**src/rtl/settings_cmd_cfg.svh**
```systemverilog
// Purpose: Constants for the settings-store and status command block.
// Assumes: 32-bit register words, byte addresses on an 8-bit window.
// Notes: Command words are four ASCII letters packed with the first letter in the low byte.
`ifndef SETTINGS_CMD_CFG_SVH
`define SETTINGS_CMD_CFG_SVH

// Register byte offsets.
`define OFS_CMD        8'h00
`define OFS_ANSWER     8'h04
`define OFS_STATE      8'h08
`define OFS_WIND       8'h0c
`define OFS_CTRL       8'h10
`define OFS_BUSY       8'h14
`define OFS_IRQ_STATUS 8'h18
`define OFS_IRQ_ENABLE 8'h1c
`define OFS_IRQ_CLEAR  8'h20

// Command words.
`define CMD_SAVE       32'h65766173
`define CMD_READ       32'h64616572
`define CMD_SAVE_CAL   32'h73726173
`define CMD_READ_CAL   32'h73726572
`define CMD_EE_SAVE    32'h76736565
`define CMD_EE_READ    32'h64726565
`define CMD_GETS       32'h73746567
`define CMD_ERROR      32'h63727265

// Field positions and values.
`define CTRL_EE_UNLOCK_BIT 0
`define BUSY_BIT           0
`define LAST_ERR_BIT       1
`define IRQ_DONE_BIT       0
`define IRQ_ERR_BIT        1
`define IRQ_MOTION_BIT     2
`define IRQ_W              3
`define COMMAND_ID_MASK    8'h3f
`define CMD_ACTIVE_FLAG    8'h80
`define CMD_FAILED_FLAG    8'h40
`define POWER_MAX_CODE     8'h05
`define POWER_HOLE_CODE    8'h02
`define ENCODER_MAX_CODE   8'h04
`define ENCODER_UNKNOWN    8'h01

// Reset values.
`define RST_CTRL       32'h00000000
`define RST_IRQ_ENABLE 3'h0
`define RST_ANSWER     32'h00000000

// Bus answers.
`define RESP_OKAY      2'h0
`define RESP_SLVERR    2'h2

`endif

```
**src/rtl/settings_cmd_pkg.sv**
```systemverilog
// Purpose: Types shared by the settings-store and status command block.
// Assumes: Nothing beyond the constants header.
// Notes: The operation enum is also the code driven to the storage engine.
package settings_cmd_pkg;

	// Operations that a command word can select.
	typedef enum logic [2:0] {
		op_none,
		op_save,
		op_read,
		op_save_cal,
		op_read_cal,
		op_ee_save,
		op_ee_read,
		op_status
	} nv_op_t;

	// Command sequencer states.
	typedef enum logic [0:0] {
		st_idle,
		st_wait_nv
	} cmd_state_t;

endpackage : settings_cmd_pkg

```
**src/rtl/settings_cmd_decode.sv**
```systemverilog
// Purpose: Map a 32-bit command word to an operation.
// Assumes: Purely combinational, used by the command sequencer.
// Notes: Any word not listed decodes to op_none and is answered as an error.
`timescale 1ns/100ps
`default_nettype none
`include "settings_cmd_cfg.svh"

module settings_cmd_decode
(
	input  wire logic [31:0]                 cmd_word,
	output var  settings_cmd_pkg::nv_op_t    op
);

	// Exact match only; partial words never select an operation.
	always_comb
	begin
		case (cmd_word)
			`CMD_SAVE:     op = settings_cmd_pkg::op_save;
			`CMD_READ:     op = settings_cmd_pkg::op_read;
			`CMD_SAVE_CAL: op = settings_cmd_pkg::op_save_cal;
			`CMD_READ_CAL: op = settings_cmd_pkg::op_read_cal;
			`CMD_EE_SAVE:  op = settings_cmd_pkg::op_ee_save;
			`CMD_EE_READ:  op = settings_cmd_pkg::op_ee_read;
			`CMD_GETS:     op = settings_cmd_pkg::op_status;
			default:       op = settings_cmd_pkg::op_none;
		endcase
	end

endmodule : settings_cmd_decode
`default_nettype wire

```
**src/rtl/settings_cmd_ctrl.sv**
```systemverilog
// Purpose: Register-driven interpreter for settings store/load and status commands.
// Assumes: Storage engine and motion core are outside; their signals are synchronous.
// Notes: Commands arrive through bus registers; the rules of operation follow.
// Operation
// - Save-all command word is 0x65766173.
// - Save-all copies RAM settings into flash.
// - Command 0x64616572 reloads all settings from flash.
// - Command 0x73726173 saves calibration settings to flash.
// - Command 0x73726572 reloads calibration settings from flash.
// - Command 0x76736565 saves to stage EEPROM, manufacturer only.
// - Command 0x64726565 is the stage EEPROM read.
// - Storage requests are four bytes, answers four.
// - Status query 0x73746567 answers command plus state bytes.
// - Motion byte: moving, target speed, backlash bits.
// - Low six bits name last motion command.
// - Bit 0x80 running, 0x40 error after end.
// - Power byte codes 0,1,3,4,5.
// - Encoder byte codes 0 through 4.
// - Windings: A low nibble, B high nibble.
//
// Decided for this implementation: the AXI4-Lite register port and the register offsets.
`timescale 1ns/100ps
`default_nettype none
`include "settings_cmd_cfg.svh"

module settings_cmd_ctrl
#(
	parameter int ADDR_W = 8
)
(
	input  wire logic                clock,
	input  wire logic                arst_n,
	input  wire logic [ADDR_W-1:0]   s_axi_awaddr,
	input  wire logic                s_axi_awvalid,
	output var  logic                s_axi_awready,
	input  wire logic [31:0]         s_axi_wdata,
	input  wire logic [3:0]          s_axi_wstrb,
	input  wire logic                s_axi_wvalid,
	output var  logic                s_axi_wready,
	output var  logic [1:0]          s_axi_bresp,
	output var  logic                s_axi_bvalid,
	input  wire logic                s_axi_bready,
	input  wire logic [ADDR_W-1:0]   s_axi_araddr,
	input  wire logic                s_axi_arvalid,
	output var  logic                s_axi_arready,
	output var  logic [31:0]         s_axi_rdata,
	output var  logic [1:0]          s_axi_rresp,
	output var  logic                s_axi_rvalid,
	input  wire logic                s_axi_rready,
	output var  logic                nv_req,
	output var  logic [2:0]          nv_op,
	input  wire logic                nv_done,
	input  wire logic                nv_error,
	input  wire logic                motor_moving,
	input  wire logic                target_speed_reached,
	input  wire logic                backlash_active,
	input  wire logic [5:0]          last_command_id,
	input  wire logic                command_running,
	input  wire logic                command_failed,
	input  wire logic [7:0]          power_code,
	input  wire logic [7:0]          encoder_code,
	input  wire logic [1:0]          winding_a_code,
	input  wire logic [1:0]          winding_b_code,
	output var  logic                irq
);

	// The decoder indexes bits 7:2 and refuses any address with a bit set above the low byte; narrower windows are rejected at elaboration.
	if (ADDR_W < 8)
	begin : g_addr_w_check
		$error("ADDR_W must be at least 8");
	end

	logic [ADDR_W-1:0] aw_addr_ff, nxt_aw_addr;
	logic [31:0]       wdata_ff, nxt_wdata;
	logic [3:0]        wstrb_ff, nxt_wstrb;
	logic              have_aw_ff, nxt_have_aw, have_w_ff, nxt_have_w;
	logic              awready_ff, nxt_awready, wready_ff, nxt_wready;
	logic              bvalid_ff, nxt_bvalid, arready_ff, nxt_arready, rvalid_ff, nxt_rvalid;
	logic [1:0]        bresp_ff, nxt_bresp, rresp_ff, nxt_rresp;
	logic [31:0]       rdata_ff, nxt_rdata;
	logic [31:0]       ctrl_ff, nxt_ctrl;
	logic [`IRQ_W-1:0] enable_ff, nxt_enable, status_ff, nxt_status;
	logic              irq_ff, nxt_irq, run_prev_ff;
	logic              do_write, cmd_go, in_range_w, in_range_r;
	logic [`IRQ_W-1:0] clr;

	settings_cmd_pkg::cmd_state_t state_ff, nxt_state;
	settings_cmd_pkg::nv_op_t     op_dec, op_ff, nxt_op;
	logic [31:0] cmd_word_ff, nxt_cmd_word, answer_ff, nxt_answer, state_word_ff, nxt_state_word;
	logic [7:0]  wind_ff, nxt_wind, power_byte, encoder_byte;
	logic        cmd_go_ff, busy_ff, nxt_busy, last_err_ff, nxt_last_err, nv_req_ff, nxt_nv_req;
	logic        ev_done, ev_err;

	assign in_range_w = (aw_addr_ff >> 8) == '0;
	assign in_range_r = (s_axi_araddr >> 8) == '0;

	// Bus slave: address and data are latched apart, the write lands once both are held.
	always_comb
	begin
		nxt_aw_addr = aw_addr_ff;
		nxt_wdata   = wdata_ff;
		nxt_wstrb   = wstrb_ff;
		nxt_have_aw = have_aw_ff;
		nxt_have_w  = have_w_ff;
		nxt_bvalid  = bvalid_ff;
		nxt_bresp   = bresp_ff;
		nxt_ctrl    = ctrl_ff;
		nxt_enable  = enable_ff;
		clr         = '0;
		cmd_go      = 1'b0;
		if (s_axi_awvalid && awready_ff)
		begin
			nxt_aw_addr = s_axi_awaddr;
			nxt_have_aw = 1'b1;
		end
		if (s_axi_wvalid && wready_ff)
		begin
			nxt_wdata  = s_axi_wdata;
			nxt_wstrb  = s_axi_wstrb;
			nxt_have_w = 1'b1;
		end
		do_write = have_aw_ff && have_w_ff && !bvalid_ff;
		if (do_write)
		begin
			nxt_have_aw = 1'b0;
			nxt_have_w  = 1'b0;
			nxt_bvalid  = 1'b1;
			nxt_bresp   = `RESP_OKAY;
			case (in_range_w ? {aw_addr_ff[7:2], 2'b00} : 8'hff)
				`OFS_CMD:
				begin
					// A second command while one runs is refused on the bus.
					if (busy_ff || wstrb_ff != 4'hf)
						nxt_bresp = `RESP_SLVERR;
					else
						cmd_go = 1'b1;
				end
				`OFS_CTRL:
				begin
					for (int i = 0; i < 4; i++)
						if (wstrb_ff[i])
							nxt_ctrl[i*8 +: 8] = wdata_ff[i*8 +: 8];
				end
				`OFS_IRQ_ENABLE:
				begin
					if (wstrb_ff[0])
						nxt_enable = wdata_ff[`IRQ_W-1:0];
				end
				`OFS_IRQ_CLEAR:
				begin
					if (wstrb_ff[0])
						clr = wdata_ff[`IRQ_W-1:0];
				end
				`OFS_ANSWER, `OFS_STATE, `OFS_WIND, `OFS_BUSY, `OFS_IRQ_STATUS: ;
				default: nxt_bresp = `RESP_SLVERR;
			endcase
		end
		if (bvalid_ff && s_axi_bready)
			nxt_bvalid = 1'b0;
		nxt_awready = !nxt_have_aw && !nxt_bvalid;
		nxt_wready  = !nxt_have_w && !nxt_bvalid;

		// Reads are answered one cycle after the address is taken.
		nxt_rvalid  = rvalid_ff;
		nxt_rdata   = rdata_ff;
		nxt_rresp   = rresp_ff;
		if (rvalid_ff && s_axi_rready)
			nxt_rvalid = 1'b0;
		if (s_axi_arvalid && arready_ff)
		begin
			nxt_rvalid = 1'b1;
			nxt_rresp  = `RESP_OKAY;
			case (in_range_r ? {s_axi_araddr[7:2], 2'b00} : 8'hff)
				`OFS_CMD, `OFS_IRQ_CLEAR: nxt_rdata = 32'h00000000;
				`OFS_ANSWER:     nxt_rdata = answer_ff;
				`OFS_STATE:      nxt_rdata = state_word_ff;
				`OFS_WIND:       nxt_rdata = {24'h000000, wind_ff};
				`OFS_CTRL:       nxt_rdata = ctrl_ff;
				`OFS_BUSY:       nxt_rdata = {30'h00000000, last_err_ff, busy_ff};
				`OFS_IRQ_STATUS: nxt_rdata = {29'h00000000, status_ff};
				`OFS_IRQ_ENABLE: nxt_rdata = {29'h00000000, enable_ff};
				default:
				begin
					nxt_rdata = 32'h00000000;
					nxt_rresp = `RESP_SLVERR;
				end
			endcase
		end
		nxt_arready = !nxt_rvalid;

		// Set wins over a clear arriving in the same cycle.
		nxt_status = (status_ff & ~clr);
		nxt_status[`IRQ_DONE_BIT]   = nxt_status[`IRQ_DONE_BIT] | ev_done;
		nxt_status[`IRQ_ERR_BIT]    = nxt_status[`IRQ_ERR_BIT] | ev_err;
		nxt_status[`IRQ_MOTION_BIT] = nxt_status[`IRQ_MOTION_BIT] | (run_prev_ff && !command_running);
		nxt_irq = |(status_ff & enable_ff);
	end

	// Bus and interrupt registers.
	always_ff @(posedge clock or negedge arst_n)
	begin
		if (!arst_n)
		begin
			aw_addr_ff  <= '0;
			wdata_ff    <= 32'h00000000;
			wstrb_ff    <= 4'h0;
			have_aw_ff  <= 1'b0;
			have_w_ff   <= 1'b0;
			awready_ff  <= 1'b0;
			wready_ff   <= 1'b0;
			bvalid_ff   <= 1'b0;
			bresp_ff    <= `RESP_OKAY;
			arready_ff  <= 1'b0;
			rvalid_ff   <= 1'b0;
			rdata_ff    <= 32'h00000000;
			rresp_ff    <= `RESP_OKAY;
			ctrl_ff     <= `RST_CTRL;
			enable_ff   <= `RST_IRQ_ENABLE;
			status_ff   <= '0;
			irq_ff      <= 1'b0;
			run_prev_ff <= 1'b0;
		end
		else
		begin
			aw_addr_ff  <= nxt_aw_addr;
			wdata_ff    <= nxt_wdata;
			wstrb_ff    <= nxt_wstrb;
			have_aw_ff  <= nxt_have_aw;
			have_w_ff   <= nxt_have_w;
			awready_ff  <= nxt_awready;
			wready_ff   <= nxt_wready;
			bvalid_ff   <= nxt_bvalid;
			bresp_ff    <= nxt_bresp;
			arready_ff  <= nxt_arready;
			rvalid_ff   <= nxt_rvalid;
			rdata_ff    <= nxt_rdata;
			rresp_ff    <= nxt_rresp;
			ctrl_ff     <= nxt_ctrl;
			enable_ff   <= nxt_enable;
			status_ff   <= nxt_status;
			irq_ff      <= nxt_irq;
			run_prev_ff <= command_running;
		end
	end

	settings_cmd_decode u_decode
	(
		.cmd_word (cmd_word_ff),
		.op       (op_dec)
	);

	// Out-of-range codes are reported as unknown rather than passed through.
	assign power_byte   = (power_code > `POWER_MAX_CODE || power_code == `POWER_HOLE_CODE) ? 8'h00 : power_code;
	assign encoder_byte = (encoder_code > `ENCODER_MAX_CODE) ? `ENCODER_UNKNOWN : encoder_code;

	// Command sequencer: one command at a time, storage answers wait for the engine.
	always_comb
	begin
		nxt_state      = state_ff;
		nxt_op         = op_ff;
		nxt_cmd_word   = cmd_go ? wdata_ff : cmd_word_ff;
		nxt_answer     = answer_ff;
		nxt_state_word = state_word_ff;
		nxt_wind       = wind_ff;
		nxt_busy       = busy_ff | cmd_go;
		nxt_last_err   = last_err_ff;
		nxt_nv_req     = nv_req_ff;
		ev_done        = 1'b0;
		ev_err         = 1'b0;
		case (state_ff)
			settings_cmd_pkg::st_idle:
			begin
				if (cmd_go_ff)
				begin
					case (op_dec)
						settings_cmd_pkg::op_none:
						begin
							nxt_answer = `CMD_ERROR;
							ev_err     = 1'b1;
						end
						settings_cmd_pkg::op_status:
						begin
							nxt_answer = cmd_word_ff;
							nxt_state_word = {encoder_byte, power_byte,
								command_running, command_failed & !command_running, last_command_id,
								5'b00000, backlash_active, target_speed_reached, motor_moving};
							nxt_wind = {2'b00, winding_b_code, 2'b00, winding_a_code};
							ev_done  = 1'b1;
						end
						settings_cmd_pkg::op_ee_save:
						begin
							// Stage EEPROM writes stay locked unless factory unlock is set.
							if (ctrl_ff[`CTRL_EE_UNLOCK_BIT])
							begin
								nxt_nv_req = 1'b1;
								nxt_op     = op_dec;
								nxt_state  = settings_cmd_pkg::st_wait_nv;
							end
							else
							begin
								nxt_answer = `CMD_ERROR;
								ev_err     = 1'b1;
							end
						end
						default:
						begin
							nxt_nv_req = 1'b1;
							nxt_op     = op_dec;
							nxt_state  = settings_cmd_pkg::st_wait_nv;
						end
					endcase
				end
			end
			settings_cmd_pkg::st_wait_nv:
			begin
				if (nv_done)
				begin
					nxt_nv_req = 1'b0;
					nxt_answer = nv_error ? `CMD_ERROR : cmd_word_ff;
					ev_err     = nv_error;
					ev_done    = !nv_error;
					nxt_state  = settings_cmd_pkg::st_idle;
				end
			end
			default: nxt_state = settings_cmd_pkg::st_idle;
		endcase
		if (ev_done || ev_err)
		begin
			nxt_busy     = 1'b0;
			nxt_last_err = ev_err;
		end
	end

	// Command sequencer registers.
	always_ff @(posedge clock or negedge arst_n)
	begin
		if (!arst_n)
		begin
			state_ff      <= settings_cmd_pkg::st_idle;
			op_ff         <= settings_cmd_pkg::op_none;
			cmd_word_ff   <= 32'h00000000;
			answer_ff     <= `RST_ANSWER;
			state_word_ff <= 32'h00000000;
			wind_ff       <= 8'h00;
			busy_ff       <= 1'b0;
			last_err_ff   <= 1'b0;
			nv_req_ff     <= 1'b0;
			cmd_go_ff     <= 1'b0;
		end
		else
		begin
			state_ff      <= nxt_state;
			op_ff         <= nxt_op;
			cmd_word_ff   <= nxt_cmd_word;
			answer_ff     <= nxt_answer;
			state_word_ff <= nxt_state_word;
			wind_ff       <= nxt_wind;
			busy_ff       <= nxt_busy;
			last_err_ff   <= nxt_last_err;
			nv_req_ff     <= nxt_nv_req;
			cmd_go_ff     <= cmd_go;
		end
	end

	assign s_axi_awready = awready_ff;
	assign s_axi_wready  = wready_ff;
	assign s_axi_bvalid  = bvalid_ff;
	assign s_axi_bresp   = bresp_ff;
	assign s_axi_arready = arready_ff;
	assign s_axi_rvalid  = rvalid_ff;
	assign s_axi_rdata   = rdata_ff;
	assign s_axi_rresp   = rresp_ff;
	assign nv_req        = nv_req_ff;
	assign nv_op         = op_ff;
	assign irq           = irq_ff;
endmodule : settings_cmd_ctrl
`default_nettype wire

```
**config.mk**
```make
export PLATFORM = sky130hd
export DESIGN_NAME = settings_cmd_ctrl
export DESIGN_NICKNAME = d
export VERILOG_FILES = /design/src/rtl/settings_cmd_pkg.sv /design/src/rtl/settings_cmd_decode.sv /design/src/rtl/settings_cmd_ctrl.sv
export VERILOG_INCLUDE_DIRS = /design/src /design/src/rtl
export SDC_FILE = /design/constraint.sdc
export NUM_CORES = 1
export LEC_CHECK = 0
export BUFFER_PORTS_ARGS = -buffer_cell sky130_fd_sc_hd__buf_2
export CAP_MARGIN = 20
export CORE_UTILIZATION = 57
export DETAILED_ROUTE_END_ITERATION = 16
export PLACE_DENSITY = 0.8
export SLEW_MARGIN = 20
export SYNTH_ARGS = -nofsm -noshare
export SYNTH_HDL_FRONTEND = slang
export SYNTH_HIERARCHICAL = 1
export SYNTH_SLANG_ARGS = --single-unit
```
**constraint.sdc**
```tcl
create_clock -name clock -period 4.03 [get_ports clock]
set_clock_uncertainty 0.1 [all_clocks]
set_input_delay 0.6045 -clock clock [delete_from_list [all_inputs] [get_ports clock]]
set_output_delay 0.6045 -clock clock [all_outputs]
set_load 0.02 [all_outputs]
```
Word level (Yosys, flattened, before mapping)

Index checks and enable logic that the tools add are counted.
W data, S select, Z words.

Equal/unequal tests: 34
Muxes and demuxes: 49
Bitwise gates (word level): 10
Reduce and logical (&&, ||, !) cells: 36
$lt $le $gt $ge: 2

Operators by type and width:

| cell                   | count |
|---|---|
| $eq A32 B31 Y1 const B | 7 |
| $pmux W32 S7           | 1 |
| $mux W32               | 4 |
| $pmux W32 S3           | 1 |
| $pmux W32 S2           | 1 |
| $eq A6 B3 Y1 const B   | 8 |
| $eq A6 B2 Y1 const B   | 4 |
| $mux W1                | 24 |
| $pmux W3 S7            | 1 |
| $reduce_and A3 Y1      | 6 |
| $gt A8 B3 Y1 const B   | 2 |
| $logic_not A8 Y1       | 2 |
| $mux W8                | 2 |
| $pmux W1 S2            | 7 |
| $eq A6 B1 Y1 const B   | 2 |
| $eq A6 B4 Y1 const B   | 2 |
| $mux W3                | 4 |
| $reduce_and A4 Y1      | 3 |
| $logic_and A1 B1 Y1    | 10 |
| $reduce_or A9 Y1       | 1 |
| $eq A8 B2 Y1 const B   | 1 |
| $ne A2 B2 Y1 const B   | 4 |
| $reduce_or A8 Y1       | 1 |
| $logic_not A1 Y1       | 7 |
| 16 further kinds       | 26 |

Register bits: 230
Logic and storage cells: 162
Output and inout port bits: 46

Depth between registers and ports, before layout

Depth in word-level cells: 8
Mapped depth: 11
Depth with buffers taken out: 9

Cells and area by module

The synthesis kept the hierarchy.

By module, submodules not included:

| module              | sequential area each (um^2) | area each (um^2) | times used | cells each |
|---|---|---|---|---|
| settings_cmd_ctrl   | 5,655.4                     | 9,291.4          | 1          | 754 |
| settings_cmd_decode | 0.0                         | 277.8            | 1          | 38 |

Least setup slack after synthesis

Ideal clock, no wire load.

Kind: register to register
Start: register cmd_word_ff[9]
End: register state_word_ff[16]
Setup slack: 908 ps
Stages on the path, launching flop included: 11
Clock period less this slack: 3,122 ps
Arrival: 2,955 ps
Data required time: 3,862 ps
Path through: dfrtp_1 > nor4b_2 > nand4_1 > or4b_4 > a21o_1 > o211ai_1 > nand3_1 > or2_2 > clkbuf_1 > a2111oi_1 > a22o_1

Cells in the longest elaborated chain, start to end: 4
Elaborated cells between the ends (all ways): 10

Ends and longest elaborated chain:

| element                         | RTL line                  | source |
|---|---|---|
| start: declaration              | settings_cmd_ctrl.sv:89   | `logic [31:0] cmd_word_ff, nxt_cmd_word, answer_ff, nxt_answer, state_word_ff, nxt_state_word;` |
| start signal: assignment        | settings_cmd_ctrl.sv:354  | `cmd_word_ff <= nxt_cmd_word;` |
| $eq A32 B31 Y1                  | settings_cmd_decode.sv:17 | `case (cmd_word)` |
| $pmux W3 S7 (*)                 | settings_cmd_decode.sv:17 |  |
| via op_dec[2]                   | settings_cmd_ctrl.sv:88   | `settings_cmd_pkg::nv_op_t op_dec, op_ff, nxt_op;` |
| $eq A3 B3 Y1 (*)                | settings_cmd_ctrl.sv:275  | `case (op_dec)` |
| $reduce_and A3 Y1 (no line) (*) | n/a                       |  |
| end signal: assignment          | settings_cmd_ctrl.sv:356  | `state_word_ff <= nxt_state_word;` |
| end: declaration                | settings_cmd_ctrl.sv:89   |  |

Mark *: on every way through the listed nets, which the timed path passes. The rest lies on a longest branch.
A chain may end at the register's enable or synchronous reset.

Worst setup path after layout

Same ends and word-level chain as after synthesis.

==> results.md <==
* Normalized max-slew margin at 0.465
* Clk buf depth at 3
* Setup WS pre-CTS at 0.396 ns
* Tcrit/Tclk final at 0.916
* Nets at 1013
* Clock latency on the worst-skew pair at 0.52 ns
* Initial Util at 0.581
* DRC errors left at 0
* PostCTS Resize Cnt at 0
* Most area-consuming cells after synthesis: dfrtp_1 (59%), mux2_2 (13%), o21ai_0 (3.4%), nand2_1 (3.1%), a32oi_1 (2.3%)
* Pre-antenna DRT Iters at 5
* Routed len/inst at 19.5 µm
* Setup violations, final at 0
* Placer Congestion at 0.845
* Ant diodes at 0
* Rows at 47
* Top FF cell, synth: dfrtp_1
* Worst Setup End Kind: register
* First-pass GRT wire length at 36600 µm
* Sequential element share of the synthesized area at 0.591
* Number of synthesized register bits at 226
* Commonest non-fill, non-tap cell in the layout: dfrtp_1
* Number of max-cap violations at 0
* Least-Margin Pin Slew at 0.801 ns
* Clock sink total at 226
* Unrepaired setup endpoints after global routing: no
* Setup Fix Bufs, Post-CTS at 0
* 1st-iter DRT viols at 474
* Netlist cell types at 63
* Post-route ant nets at 0
* Reg clk slew, reported paths at 0.06 ns
* Kind of critical path: reg -> reg
* Synth warn at 6
* Commonest cells after routing, fill and taps aside: dfrtp_1 (226), buf_2 (130), mux2_2 (112)
* Critical path startpoint category: register
* Fillers at 1198
* Vias in the first global route at 6980
* Worst-path fanout max at 22
* Min Tclk post-route at 3.69 ns
* Gr usage total at 0.268
* CTS tree: done
* Hold buffers post-CTS at 0
* Layout cells sized above 1 at 0.344
* Htree depth at 1
* Largest net degree at the start of global routing at 102
* P_leak at 5.39 nW
* Area leader, netlist: dfrtp_1
* DP HPWL at 14700 µm
* Maximum clock rate at 271 MHz
* Slack of the critical path at 0.339 ns
* Total CTS buffers at 23
* Largest family of logic cells by synthesized area: multiplexers
* Mux share of post-synthesis cell area at 0.139
* Area delta synth->final at 17.5%
* Chip Width at 132 µm
* Synth Area in Adders at 0
* Xor/xnor cell area share of the yosys netlist at 0
* Post-synth EDFFs at 0
* Core area at 16500 µm²
* Post-Synthesis Cell Area at 9570 µm²
* Synth Area in Simple Gates at 0.133
* FF+latch area at 5660 µm²
* Final Max Slew Viols at 0
* Required time of the critical path at 4.38 ns
* Vias at 6957
* Post-route cell area at 11200 µm²
* Avg Inst Size Synth at 12.1 µm²
* Pwr Total at 5.97 mW
* Status: complete, no violations
* GR Overflow Total at 0
* DIE AREA at 17300 µm²
* Io pins at 138
* Hold Fails Final Rpt at 0
* Area of the multi-input gates at 3710 µm²
* Top-area cell type share of the netlist area at 0.591
* Final wirelength at 22500 µm
* Initial antenna violation count at 0
* DP Area at 10500 µm²
* PwrDens at 530 nW/µm²
* Vias/cell at 6.02
* Synth Area in Compound Gates at 0.112
* VDD IR max at 0.000397 V
* Root Buffer: clkbuf_16
* Asr flop ratio synth at 1.00
* Cell count after synthesis at 792
* Die Y at 132 µm
* Hold Crit Class: in -> async
* Worst EP arrival at 4.04 ns
* Port Buffers at 131
* Total Neg Setup Slack at 0 ns
## stage by stage
step,util,hold WS [ns],std cells
after floorplan,-,0.209,793
after global placement,0.636,0.353,1116
after detailed placement,0.636,0.364,1116
after CTS,0.683,0.0603,1155
after global routing,0.683,0.0909,1155
final,0.683,0.0131,1155
## where the power goes
part / switching [mW] / internal, mW / total, mW
sequential: 0.373 / 2.67 / 3.04
combinational: 0.338 / 0.435 / 0.773
clock: 0.850 / 1.30 / 2.15
total: 1.56 / 4.40 / 5.97
## state kept, by name, indices dropped and copies added (netlist names), 3 cells and up
name / count
status_ff: 3
nv_op: 3
s_axi_rdata: 32
enable_ff: 3
aw_addr_ff: 6
cmd_word_ff: 32
state_word_ff: 27
wdata_ff: 32
wstrb_ff: 4
wind_ff: 4
answer_ff: 32
ctrl_ff: 32
## final timing paths
path                                                      end                           from  cells past startpoint  slack, ns
max in group asynchronous             ctrl_ff[24]$_DFFE_PN0P_                         arst_n                      2       2.83
worst min-delay path                  s_axi_awready$_DFF_PN0_                         arst_n                      1       0.01
worst max-delay path            state_word_ff[16]$_DFFE_PN0P_     cmd_word_ff[9]$_DFFE_PN0P_                      8       0.34
min in group clock                      run_prev_ff$_DFF_PN0_                command_running                      1       0.11
worst min register to register  state_word_ff[11]$_DFFE_PN0P_  state_word_ff[11]$_DFFE_PN0P_                      2       0.37
worst max register to register  state_word_ff[16]$_DFFE_PN0P_     cmd_word_ff[9]$_DFFE_PN0P_                      8       0.34
## cell families (layout without fill, tap and decap cells)
| group | Yosys count | after routing |
|---|---|---|
| DFF | 226 | 226 |
| other | 1 | 2 |
| AOI/OAI and AO/OA | 161 | 161 |
| buffers and inverters | 54 | 196 |
| and+or+nand+nor | 231 | 231 |
| muxes | 119 | 119 |
## layer usage
layer,GRT usage,wire (µm),up-vias
met3,0.0498,1350,40
met2,0.429,10700,212
li1,-,-,3153
met1,0.373,9920,3552
met5,0,0,-
met4,0.0840,575,0
## layout make-up
class,instances,share of cell area
well taps,220,0.0245
clock inverters,6,0.00745
inverters,8,0.00267
multi-input cells,513,0.330
repair buffers,149,0.0723
flip-flops and latches,226,0.503
clock buffers,33,0.0607
## Yosys cell counts, types with 3 or more instances
cell and instances:
a22o_1 8, and3_1 5, nor3b_2 3, o21ai_0 65, nand3_1 40, nand2b_1 4, buf_2 9, nand2_4 4
and2_1 12, nand3b_1 8, inv_1 8, nor2_1 26, o21ai_1 3, or4_1 3, a21o_1 5, a22oi_1 27
nor4_1 3, a21oi_1 10, nand2_1 78, mux2_2 112, nand4_1 5, clkbuf_1 34, dfrtp_1 226, or2_2 3
nor3b_1 4, nor2b_1 5, mux2i_1 6, nor3_1 7, a32oi_1 25
## worst max-delay path, cell delays in order (launching register included)
cell	delay, ns
dfrtp_1	0.40
nor4b_2	0.35
nand4_1	0.18
or4b_4	0.55
o211ai_1	0.39
nand3_1	0.23
or2_2	0.57
a2111oi_1	0.64
a22o_1	0.21
No activity file was read; power rests on OpenSTA's default activity.
